===== config.mk =====
export PLATFORM = sky130hd
export DESIGN_NAME = modem_alert_v23
export DESIGN_NICKNAME = d
export VERILOG_FILES = /design/src/pkg/modem_pkg.sv /design/src/hdl/carrier_window.sv /design/src/hdl/carrier_drop_filter.sv /design/src/hdl/modem_alert_v23.sv
export VERILOG_INCLUDE_DIRS = /design/src /design/src/pkg
export SDC_FILE = /design/constraint.sdc
export NUM_CORES = 1
export LEC_CHECK = 0
export BUFFER_PORTS_ARGS = -buffer_cell sky130_fd_sc_hd__buf_2
export CAP_MARGIN = 20
export CORE_ASPECT_RATIO = 0.75
export CORE_MARGIN = 1
export CORE_UTILIZATION = 40
export CTS_BUF_LIST = sky130_fd_sc_hd__clkbuf_8
export DETAILED_ROUTE_END_ITERATION = 6
export PLACE_DENSITY = 0.62
export REMOVE_ABC_BUFFERS = 1
export SLEW_MARGIN = 5
export SYNTH_ARGS = -nofsm -noshare
export SYNTH_HDL_FRONTEND = slang
export SYNTH_SLANG_ARGS = --single-unit

===== constraint.sdc =====
create_clock -name i_clock -period 4.45 [get_ports i_clock]
set_input_delay 0.2225 -clock i_clock [delete_from_list [all_inputs] [get_ports i_clock]]
set_output_delay 0.2225 -clock i_clock [all_outputs]
set_load 0.02 [all_outputs]

===== src/pkg/modem_params.svh =====
`ifndef MODEM_PARAMS_SVH
`define MODEM_PARAMS_SVH
// Notes on behaviour
// mask register enables alert per source.
// status clear command clears sticky flags, releasing alert; flags otherwise stay.
// loop loss monitoring off after reset, on only with its mask bit.
// low loop current sets loop loss flag.
// with result enable, send I on loss, L on recovery.
// carrier loss in data mode alerts when pin four is alert and mask set.
// pin two shows carrier detect when function 01 and pin enable set.
// v23 enabled for modulation format xx10xx00 or xx01xx00.
// reverse bit: transmit 75 bps, receive on fast channel.
// forward bit: receive 75 bps, transmit on fast channel.
// fast select bit picks 1200 bps, else 600 bps.
// connect sends c when transmitting fast, v when transmitting 75.
// turnaround command accepted only as master.
// host escapes to command mode before sending turnaround command.
// master: tone 1300 Hz, 440 ms window, over 40 ms of 390 gives c, else hang up N.
// slave turnaround starts after received carrier drop over 20 ms.
// slave: tone 390 Hz, 400 ms window for 1300 Hz; pass sets flag, v.
// first slave check failing: reverse again, look for 390 Hz; pass sets flag, c.
// second slave check failing: hang up, set flag, send N.
// successful turnaround updates forward and reverse bits; the code leaves them unchanged after a pass in the second slave check.
// pin four function 11 makes it the host alert.
// ninth bit enabled with function bit clear mirrors the alert output.
// alert held low while any enabled flag is set.
`define CLK_HZ 20000000
`define MS_DIV 1000
`define CYC_PER_MS (`CLK_HZ / `MS_DIV)
`define T_MASTER_WIN_MS 440
`define T_SLAVE_WIN1_MS 400
`define T_SLAVE_WIN2_MS 440
`define T_TONE_MIN_MS 40
`define T_DROP_MIN_MS 20
`define OFS_MASK 5'h00
`define OFS_STATUS 5'h04
`define OFS_MODFMT 5'h08
`define OFS_PINCFG 5'h0c
`define OFS_MISC 5'h10
`define OFS_CMD 5'h14
`define OFS_STATE 5'h18
`define RST_MASK 8'h00
`define RST_MODFMT 8'h00
`define RST_PINCFG 8'h00
`define RST_MISC 8'h00
`define BIT_TURN 7
`define BIT_CD_MASK 7
`define BIT_LOOP 4
`define BIT_PAR 3
`define BIT_RING 2
`define BIT_OVER 1
`define BIT_WAKE 6
`define BIT_CDLOST 0
`define MF_REV 5
`define MF_FWD 4
`define MF_FAST 2
`define PIN4_ALERT 2'h3
`define PIN2_CD 2'h1
`define MISC_CPE 7
`define MISC_NBF 3
`define MISC_LRE 1
`define MISC_NBE 0
`define CMD_TURN 0
`define CH_C 8'h63
`define CH_V 8'h76
`define CH_N 8'h4e
`define CH_I 8'h49
`define CH_L 8'h4c
`endif


===== src/pkg/modem_pkg.sv =====
package modem_pkg;
  typedef logic [23:0] cnt_t;
  typedef enum logic [1:0] {st_idle, st_master_win, st_slave_win1, st_slave_win2} v23_state_t;
  typedef struct packed {
    cnt_t win;
    cnt_t tone;
    logic busy;
    logic done;
    logic pass;
  } window_state_t;
  typedef struct packed {
    cnt_t low;
    logic fired;
    logic drop;
  } drop_state_t;
  typedef struct packed {
    logic [7:0] mask;
    logic [7:0] modfmt;
    logic [7:0] pincfg;
    logic [7:0] misc;
    logic [7:0] flags;
    v23_state_t fsm;
    logic win_start;
    cnt_t win_len;
    logic tx_high;
    logic hangup;
    logic [7:0] result_char;
    logic result_valid;
    logic alert_n;
    logic pin4_n;
    logic pin2_cd;
    logic ninth;
    logic v23_en;
    logic tx_slow;
    logic rx_slow;
    logic fast;
    logic waitreq;
    logic [31:0] readdata;
    logic carrier_d;
    logic loop_d;
  } core_state_t;
endpackage


===== src/hdl/carrier_window.sv =====
`timescale 1ns/100ps
module carrier_window
  import modem_pkg::*;
(
  input wire logic i_clock,
  input wire logic i_nrst,
  input wire logic i_enable,
  input wire logic i_start,
  input wire cnt_t i_window_cycles,
  input wire cnt_t i_min_cycles,
  input wire logic i_tone,
  output logic o_done,
  output logic o_pass
);
  window_state_t s;
  window_state_t n;

  // count tone cycles over a fixed window, judge at its end
  always_comb begin
    n = s;
    n.done = 1'b0;
    if (i_start) begin
      n.win = i_window_cycles;
      n.tone = '0;
      n.busy = 1'b1;
    end else if (s.busy) begin
      n.win = s.win - 24'h1;
      if (i_tone && s.tone != '1) begin
        n.tone = s.tone + 24'h1;
      end
      if (s.win == 24'h1) begin
        n.busy = 1'b0;
        n.done = 1'b1;
        n.pass = n.tone > i_min_cycles; // more than, not equal
      end
    end
  end

  always_ff @(posedge i_clock) begin
    if (!i_nrst) begin
      s <= '0;
    end else if (i_enable) begin
      s <= n;
    end
  end

  assign o_done = s.done;
  assign o_pass = s.pass;
endmodule


===== src/hdl/carrier_drop_filter.sv =====
`timescale 1ns/100ps
module carrier_drop_filter
  import modem_pkg::*;
#(
  parameter cnt_t DROP_CYCLES = 24'h1
)
(
  input wire logic i_clock,
  input wire logic i_nrst,
  input wire logic i_enable,
  input wire logic i_arm,
  input wire logic i_carrier,
  output logic o_drop
);
  drop_state_t s;
  drop_state_t n;

  // one pulse once carrier has been absent longer than the limit
  always_comb begin
    n = s;
    n.drop = 1'b0;
    if (!i_arm || i_carrier) begin
      n.low = '0;
      n.fired = 1'b0;
    end else if (!s.fired) begin
      n.low = s.low + 24'h1;
      if (s.low == DROP_CYCLES) begin
        n.drop = 1'b1;
        n.fired = 1'b1;
      end
    end
  end

  always_ff @(posedge i_clock) begin
    if (!i_nrst) begin
      s <= '0;
    end else if (i_enable) begin
      s <= n;
    end
  end

  assign o_drop = s.drop;
endmodule


===== src/hdl/modem_alert_v23.sv =====
`timescale 1ns/100ps
`include "modem_params.svh"
module modem_alert_v23
  import modem_pkg::*;
#(
  parameter cnt_t MASTER_WIN_CYCLES = cnt_t'(`T_MASTER_WIN_MS * `CYC_PER_MS),
  parameter cnt_t SLAVE_WIN1_CYCLES = cnt_t'(`T_SLAVE_WIN1_MS * `CYC_PER_MS),
  parameter cnt_t SLAVE_WIN2_CYCLES = cnt_t'(`T_SLAVE_WIN2_MS * `CYC_PER_MS),
  parameter cnt_t TONE_MIN_CYCLES = cnt_t'(`T_TONE_MIN_MS * `CYC_PER_MS),
  parameter cnt_t DROP_MIN_CYCLES = cnt_t'(`T_DROP_MIN_MS * `CYC_PER_MS)
)
(
  input wire logic i_clock,
  input wire logic i_nrst,
  input wire logic i_enable,
  input wire logic [4:0] i_address,
  input wire logic i_read,
  input wire logic i_write,
  input wire logic [31:0] i_writedata,
  input wire logic [3:0] i_byteenable,
  output logic o_waitrequest,
  output logic [31:0] o_readdata,
  input wire logic i_data_mode,
  input wire logic i_carrier,
  input wire logic i_tone_390,
  input wire logic i_tone_1300,
  input wire logic i_v23_connect,
  input wire logic i_loop_low,
  input wire logic i_parallel_phone,
  input wire logic i_ring,
  input wire logic i_overcurrent,
  input wire logic i_wake,
  output logic o_alert_n,
  output logic o_pin4_alert_n,
  output logic o_pin2_cd,
  output logic o_ninth_bit,
  output logic o_v23_enable,
  output logic o_tx_slow,
  output logic o_rx_slow,
  output logic o_fast_1200,
  output logic o_tx_high_tone,
  output logic o_hangup,
  output logic [7:0] o_result_char,
  output logic o_result_valid
);
  core_state_t s;
  core_state_t n;
  logic win_done;
  logic win_pass;
  logic win_tone;
  logic drop;
  logic slave_idle;

  // v23 format decode
  function automatic logic v23_mode(input logic [7:0] mf);
    v23_mode = (mf[1:0] == 2'h0) && (mf[5:4] == 2'h2 || mf[5:4] == 2'h1);
  endfunction

  // pin four carries the host alert
  function automatic logic pin4_is_alert(input logic [7:0] pc);
    pin4_is_alert = pc[7:6] == `PIN4_ALERT;
  endfunction

  // register read mux
  function automatic logic [31:0] read_mux(input logic [4:0] a, input core_state_t c);
    read_mux = 32'h0;
    unique case (a)
      `OFS_MASK: read_mux = {24'h0, c.mask};
      `OFS_STATUS: read_mux = {24'h0, c.flags};
      `OFS_MODFMT: read_mux = {24'h0, c.modfmt};
      `OFS_PINCFG: read_mux = {24'h0, c.pincfg};
      `OFS_MISC: read_mux = {24'h0, c.misc};
      `OFS_STATE: read_mux = {29'h0, c.tx_high, c.fsm};
      default: read_mux = 32'h0;
    endcase
  endfunction

  // tone watched depends on which check runs
  assign win_tone = (s.fsm == st_slave_win1) ? i_tone_1300 : i_tone_390;

  // slave waiting in data mode for a far-end carrier drop
  assign slave_idle = (s.fsm == st_idle) && v23_mode(s.modfmt) && s.modfmt[`MF_FWD] && i_data_mode;

  carrier_window u_window (
    .i_clock(i_clock),
    .i_nrst(i_nrst),
    .i_enable(i_enable),
    .i_start(s.win_start),
    .i_window_cycles(s.win_len),
    .i_min_cycles(TONE_MIN_CYCLES),
    .i_tone(win_tone),
    .o_done(win_done),
    .o_pass(win_pass)
  );

  carrier_drop_filter #(
    .DROP_CYCLES(DROP_MIN_CYCLES)
  ) u_drop (
    .i_clock(i_clock),
    .i_nrst(i_nrst),
    .i_enable(i_enable),
    .i_arm(slave_idle),
    .i_carrier(i_carrier),
    .o_drop(drop)
  );

  // next state of the whole block
  always_comb begin
    n = s;
    n.win_start = 1'b0;
    n.hangup = 1'b0;
    n.result_valid = 1'b0;
    n.carrier_d = i_carrier;
    n.loop_d = i_loop_low;

    // avalon slave: answer one cycle after the request is seen
    if (!s.waitreq) begin
      n.waitreq = 1'b1;
      if (i_write && i_byteenable[0]) begin
        unique case (i_address)
          `OFS_MASK: n.mask = i_writedata[7:0];
          `OFS_STATUS: n.flags = 8'h00;
          `OFS_MODFMT: n.modfmt = i_writedata[7:0];
          `OFS_PINCFG: n.pincfg = i_writedata[7:0];
          `OFS_MISC: n.misc = i_writedata[7:0];
          `OFS_CMD: begin
            // master only, host has left data mode
            if (i_writedata[`CMD_TURN] && s.fsm == st_idle && v23_mode(s.modfmt)
                && s.modfmt[`MF_REV] && !i_data_mode) begin
              n.fsm = st_master_win;
              n.tx_high = 1'b1;
              n.win_start = 1'b1;
              n.win_len = MASTER_WIN_CYCLES;
            end
          end
          default: ;
        endcase
      end
    end else if (i_read || i_write) begin
      n.waitreq = 1'b0;
      n.readdata = read_mux(i_address, s);
    end

    // sticky event flags, set after the clear so a set wins
    if (i_loop_low && s.mask[`BIT_LOOP]) begin
      n.flags[`BIT_LOOP] = 1'b1;
    end
    if (i_parallel_phone) begin
      n.flags[`BIT_PAR] = 1'b1;
    end
    if (i_ring) begin
      n.flags[`BIT_RING] = 1'b1;
    end
    if (i_overcurrent) begin
      n.flags[`BIT_OVER] = 1'b1;
    end
    if (i_wake) begin
      n.flags[`BIT_WAKE] = 1'b1;
    end
    if (s.carrier_d && !i_carrier && i_data_mode && s.mask[`BIT_CD_MASK] && pin4_is_alert(s.pincfg)) begin
      n.flags[`BIT_CDLOST] = 1'b1;
    end

    // loop current result characters
    if (s.mask[`BIT_LOOP] && s.misc[`MISC_LRE] && (i_loop_low != s.loop_d)) begin
      n.result_valid = 1'b1;
      n.result_char = i_loop_low ? `CH_I : `CH_L;
    end

    // connect result character
    if (i_v23_connect && v23_mode(s.modfmt)) begin
      n.result_valid = 1'b1;
      n.result_char = s.modfmt[`MF_FWD] ? `CH_C : `CH_V;
    end

    // turnaround sequences
    unique case (s.fsm)
      st_idle: begin
        // a turnaround command taken this cycle keeps its high tone
        if (n.fsm == st_idle) begin
          n.tx_high = s.modfmt[`MF_FWD];
        end
        if (drop) begin
          n.fsm = st_slave_win1;
          n.tx_high = 1'b0;
          n.win_start = 1'b1;
          n.win_len = SLAVE_WIN1_CYCLES;
        end
      end
      st_master_win: begin
        if (win_done) begin
          n.fsm = st_idle;
          n.result_valid = 1'b1;
          if (win_pass) begin
            n.result_char = `CH_C;
            n.modfmt[`MF_REV] = 1'b0;
            n.modfmt[`MF_FWD] = 1'b1;
          end else begin
            n.result_char = `CH_N;
            n.hangup = 1'b1;
          end
        end
      end
      st_slave_win1: begin
        if (win_done) begin
          if (win_pass) begin
            n.fsm = st_idle;
            n.flags[`BIT_TURN] = 1'b1;
            n.result_valid = 1'b1;
            n.result_char = `CH_V;
            n.modfmt[`MF_REV] = 1'b1;
            n.modfmt[`MF_FWD] = 1'b0;
          end else begin
            n.fsm = st_slave_win2;
            n.tx_high = 1'b1;
            n.win_start = 1'b1;
            n.win_len = SLAVE_WIN2_CYCLES;
          end
        end
      end
      st_slave_win2: begin
        if (win_done) begin
          n.fsm = st_idle;
          n.flags[`BIT_TURN] = 1'b1;
          n.result_valid = 1'b1;
          if (win_pass) begin
            n.result_char = `CH_C;
          end else begin
            n.result_char = `CH_N;
            n.hangup = 1'b1;
          end
        end
      end
    endcase

    // alert pins follow flags gated by their enables
    n.alert_n = ~|(n.flags & {pin4_is_alert(n.pincfg), n.mask[6:1], 1'b1});
    n.pin4_n = pin4_is_alert(n.pincfg) ? n.alert_n : 1'b1;
    n.ninth = (n.misc[`MISC_NBE] && !n.misc[`MISC_NBF]) ? n.alert_n : 1'b0;
    n.pin2_cd = (n.pincfg[3:2] == `PIN2_CD) && n.misc[`MISC_CPE] && i_carrier;

    // rate selection
    n.v23_en = v23_mode(n.modfmt);
    n.tx_slow = n.v23_en && n.modfmt[`MF_REV];
    n.rx_slow = n.v23_en && n.modfmt[`MF_FWD];
    n.fast = n.modfmt[`MF_FAST];
  end

  // state register with clock enable
  always_ff @(posedge i_clock) begin
    if (!i_nrst) begin
      s <= '0;
      s.mask <= `RST_MASK;
      s.modfmt <= `RST_MODFMT;
      s.pincfg <= `RST_PINCFG;
      s.misc <= `RST_MISC;
      s.fsm <= st_idle;
      s.alert_n <= 1'b1;
      s.pin4_n <= 1'b1;
      s.waitreq <= 1'b1;
    end else if (i_enable) begin
      s <= n;
    end
  end

  // outputs straight from state
  assign o_waitrequest = s.waitreq;
  assign o_readdata = s.readdata;
  assign o_alert_n = s.alert_n;
  assign o_pin4_alert_n = s.pin4_n;
  assign o_pin2_cd = s.pin2_cd;
  assign o_ninth_bit = s.ninth;
  assign o_v23_enable = s.v23_en;
  assign o_tx_slow = s.tx_slow;
  assign o_rx_slow = s.rx_slow;
  assign o_fast_1200 = s.fast;
  assign o_tx_high_tone = s.tx_high;
  assign o_hangup = s.hangup;
  assign o_result_char = s.result_char;
  assign o_result_valid = s.result_valid;
endmodule


==> summary.txt <==
Route
  • Via/cell ratio: around 5.7
  • WL/cell: between 15 and 20 um
  • Initial DRC count: about 850
  • DR DRC count: 0
  • Via count: between 8,000 and 9,000
  • Final WL: about 25,000 um
  • Antenna viol nets, final: 0
  • First-pass detailed-route iteration total: 5

Die
  • Core ar.: between 20,000 and 25,000 sq um
  • Ports: 108
  • Die area: 24,030 sq um
  • Core Rows: 48
  • Die Wd: around 180 um
  • Initial Util: 40.71%
  • DIE HEIGHT: 134.5 um

Layout
  • Fillcell total: ~2,300
  • Nets: between 1,000 and 1,500
  • FF+latch area: around 3500 sq um
  • Synth-to-Final Area Change: 7.309%
  • Ant diodes: 0
  • Design area: approximately 10,000 sq um
  • Area occupied by multi-input gates: 5290 sq um
  • Share of post-route cells with drive strength above 1: between 10 and 15%

Clocking
  • Post-CTS resize count: 0
  • Post-CTS Hold Buffers: 0
  • Number of clock sinks: around 170
  • Worst-Skew Late Latency: 0.48 ns
  • Root Buffer: clkbuf_8
  • Cts bufs inserted: 17
  • Setup Fix Bufs, Post-CTS: 0
  • Reg clk slew, reported paths: roughly 0.1 ns
  • H-Tree Depth: 4
  • CTS tree: built
  • Max Buffers Root-to-Sink: 2

Power and ir drop
  • Max IR drop VDD: approximately 190 uV
  • PwrDens: a little under 300 nW/um^2
  • Internal power: between 2000 and 2500 uW
  • Combinational Power Share: just under 6%
  • Leak: 0.003667 uW
  • Clock power frac: slightly above 40%
  • Switching Share: between 20% and 30%
  • Net switching power: ~760 uW
  • Register share of total power: approximately 53%

Place
  • GPL Wtd Cong: 0.9198
  • Number of port buffers: between 50 and 60
  • DP Area: ~9600 sq um
  • Dpl hpwl: 16,880 um

Setup path
  • CP max FO: 22
  • WP data required: roughly 4.8 ns
  • CP endpoint kind: flop
  • CP startpoint kind: flop
  • Crit path kind: reg -> reg
  • Critical Path AT: between 3 and 4 ns

Synth
  • Post-synth EDFFs: 0
  • Synth async-reset ratio: 0%
  • Register area share after synthesis: between 30% and 40%
  • Most numerous cell in the Yosys netlist: nor2_1
  • Cell taking the most area after synthesis: dfxtp_1
  • Library cells used by synthesis: 73
  • Most frequent cells after synthesis: nor2_1, dfxtp_1, nand2_1, a21oi_1, o21ai_0
  • Area contributors post-synth: dfxtp_1, nor2_1, a21oi_1
  • Synthesized area per cell: approximately 7.8 sq um
  • Share of the synthesized area in the top cell type: a little under two fifths
  • Most used DFF post-synth: dfxtp_1
  • Post-Synthesis Cells: ~1,200
  • Register bit count reported by yosys: ~170
  • Yosys warning count: 0
  • Synth Cell Area: roughly 9400 sq um

Global route
  • Grt ovf: 0
  • Pin count of the biggest net entering global routing: around 100
  • Vias in the first global route: 7,661
  • Initial antenna violation count: 0
  • GRT Total Usage: 21.19%
  • Global-route wire length before repair: 40,410 um

Outcome
  • Outcome: finished clean

Timing
  • Final Hold Fails: 0
  • Tmin final: 3.350 ns
  • Pins over their slew limit: 0
  • Worst Tran Pin Value: 0.9408 ns
  • # setup viols final: 0
  • Slew headroom: between 30% and 40%
  • Tcrit/Tclk final: about three quarters
  • RSZ-0062 raised after global routing: no
  • Peak Freq: 298.5 MHz
  • Post-Route Setup TNS: 0 ns
  • Worst clock skew: approximately 0.017 ns

Worst hold path
  • Hold WC Path Type: in -> reg

Flow run
  • Max Cap Viol: 0
[flip-flops by register name, summed over array words and instances (netlist names), 8 cells and up]
name           flops
s                 69
u_drop.s          25
o_readdata         8
o_result_char      8
u_window.s        49
[path summary, 6_finish.rpt]
path,start,end,slack [ns],cells past startpoint
worst min-delay path,i_wake,s[87],0.02,3
worst max register to register,s[79],u_window.o_pass,1.10,9
worst min register to register,o_alert_n,o_alert_n,0.44,2
worst max-delay path,s[79],u_window.o_pass,1.10,9
[area by class of cell]
cell class	count	share of cell area, %
clock buffers	20	2.739
clock inverters	12	1.569
inverters	19	0.7347
multi-input cells	912	52.65
flip-flops and latches	173	34.47
well taps	300	3.736
repair buffers	71	4.109
[cell families (layout without fill, tap and decap cells)]
group,after synthesis,count (layout),share of synthesized area [%]
buffers and inverters,135,122,7.443
other,1,24,0.04005
AO/OA/AOI/OAI,305,305,20.39
AND/OR/NAND/NOR,504,504,26.30
flip-flops,173,173,36.99
XOR/XNOR,25,25,2.338
adder cells (fa/ha/maj),10,10,1.336
multiplexers,44,44,5.171
[metrics by stage]
| step | hold slack (ns) | total power [uW] | setup slack, ns | util [%] | cells |
|---|---|---|---|---|---|
| after floorplan | 0.2844 | 1688 | 1.741 | - | 1104 |
| after global placement | 0.4337 | 1770 | 1.236 | 41.68 | 1474 |
| after detailed placement | 0.4376 | 1771 | 1.169 | 41.68 | 1474 |
| after CTS | 0.00004813 | 2981 | 1.138 | 43.57 | 1506 |
| after global routing | 0.02530 | 3064 | 0.7897 | 43.68 | 1507 |
| final | 0.02184 | 2961 | 1.100 | 43.68 | 1507 |
[layer usage]
metal  wire length (um)  vias to the layer above  global-route usage [%]
met4                150                        0                   3.672
met1              13110                     4118                   33.34
met2              10160                      256                   28.83
met3               1742                       16                   5.011
li1                   -                     4243                       -
met5                  0                        -                       0
[power by group through the flow]
stage	Clock, uW	Combinational [uW]	Sequential (uW)
finish	1220	173	1570
global route	1310	189	1570
CTS	1250	169	1570
detailed placement	0	169	1600
global placement	0	168	1600
floorplan	0	81.9	1610
[worst max-delay path, cell delays in order, from the launching register on]
cell and delay (ns):
dfxtp_1 0.37, inv_1 0.14, ha_1 0.57, mux2_2 0.33, o31a_1 0.67, nand3b_1 0.27, xnor2_1 0.22, nor4_1 0.30
mux2i_1 0.13, a41o_1 0.24
[cells in the final DEF (no fill, tap or decap), types with 10 or more instances in the layout]
| cell | n |
|---|---|
| nor2_1 | 175 |
| dfxtp_1 | 173 |
| nand2_1 | 114 |
| a21oi_1 | 97 |
| o21ai_0 | 78 |
| buf_2 | 56 |
| nand3_1 | 52 |
| nor3_1 | 37 |
| mux2i_1 | 36 |
| a22oi_1 | 29 |
| and3_1 | 25 |
| conb_1 | 24 |
| clkbuf_8 | 20 |
| inv_1 | 18 |
| a31oi_1 | 15 |
| nor4_1 | 15 |
| xor2_1 | 15 |
| nand4_1 | 14 |
| buf_4 | 14 |
| a211oi_1 | 13 |
| a221oi_1 | 12 |
| or3_1 | 10 |
| xnor2_1 | 10 |
| ha_1 | 10 |
Note: power is estimated with default switching activity, not from simulation.
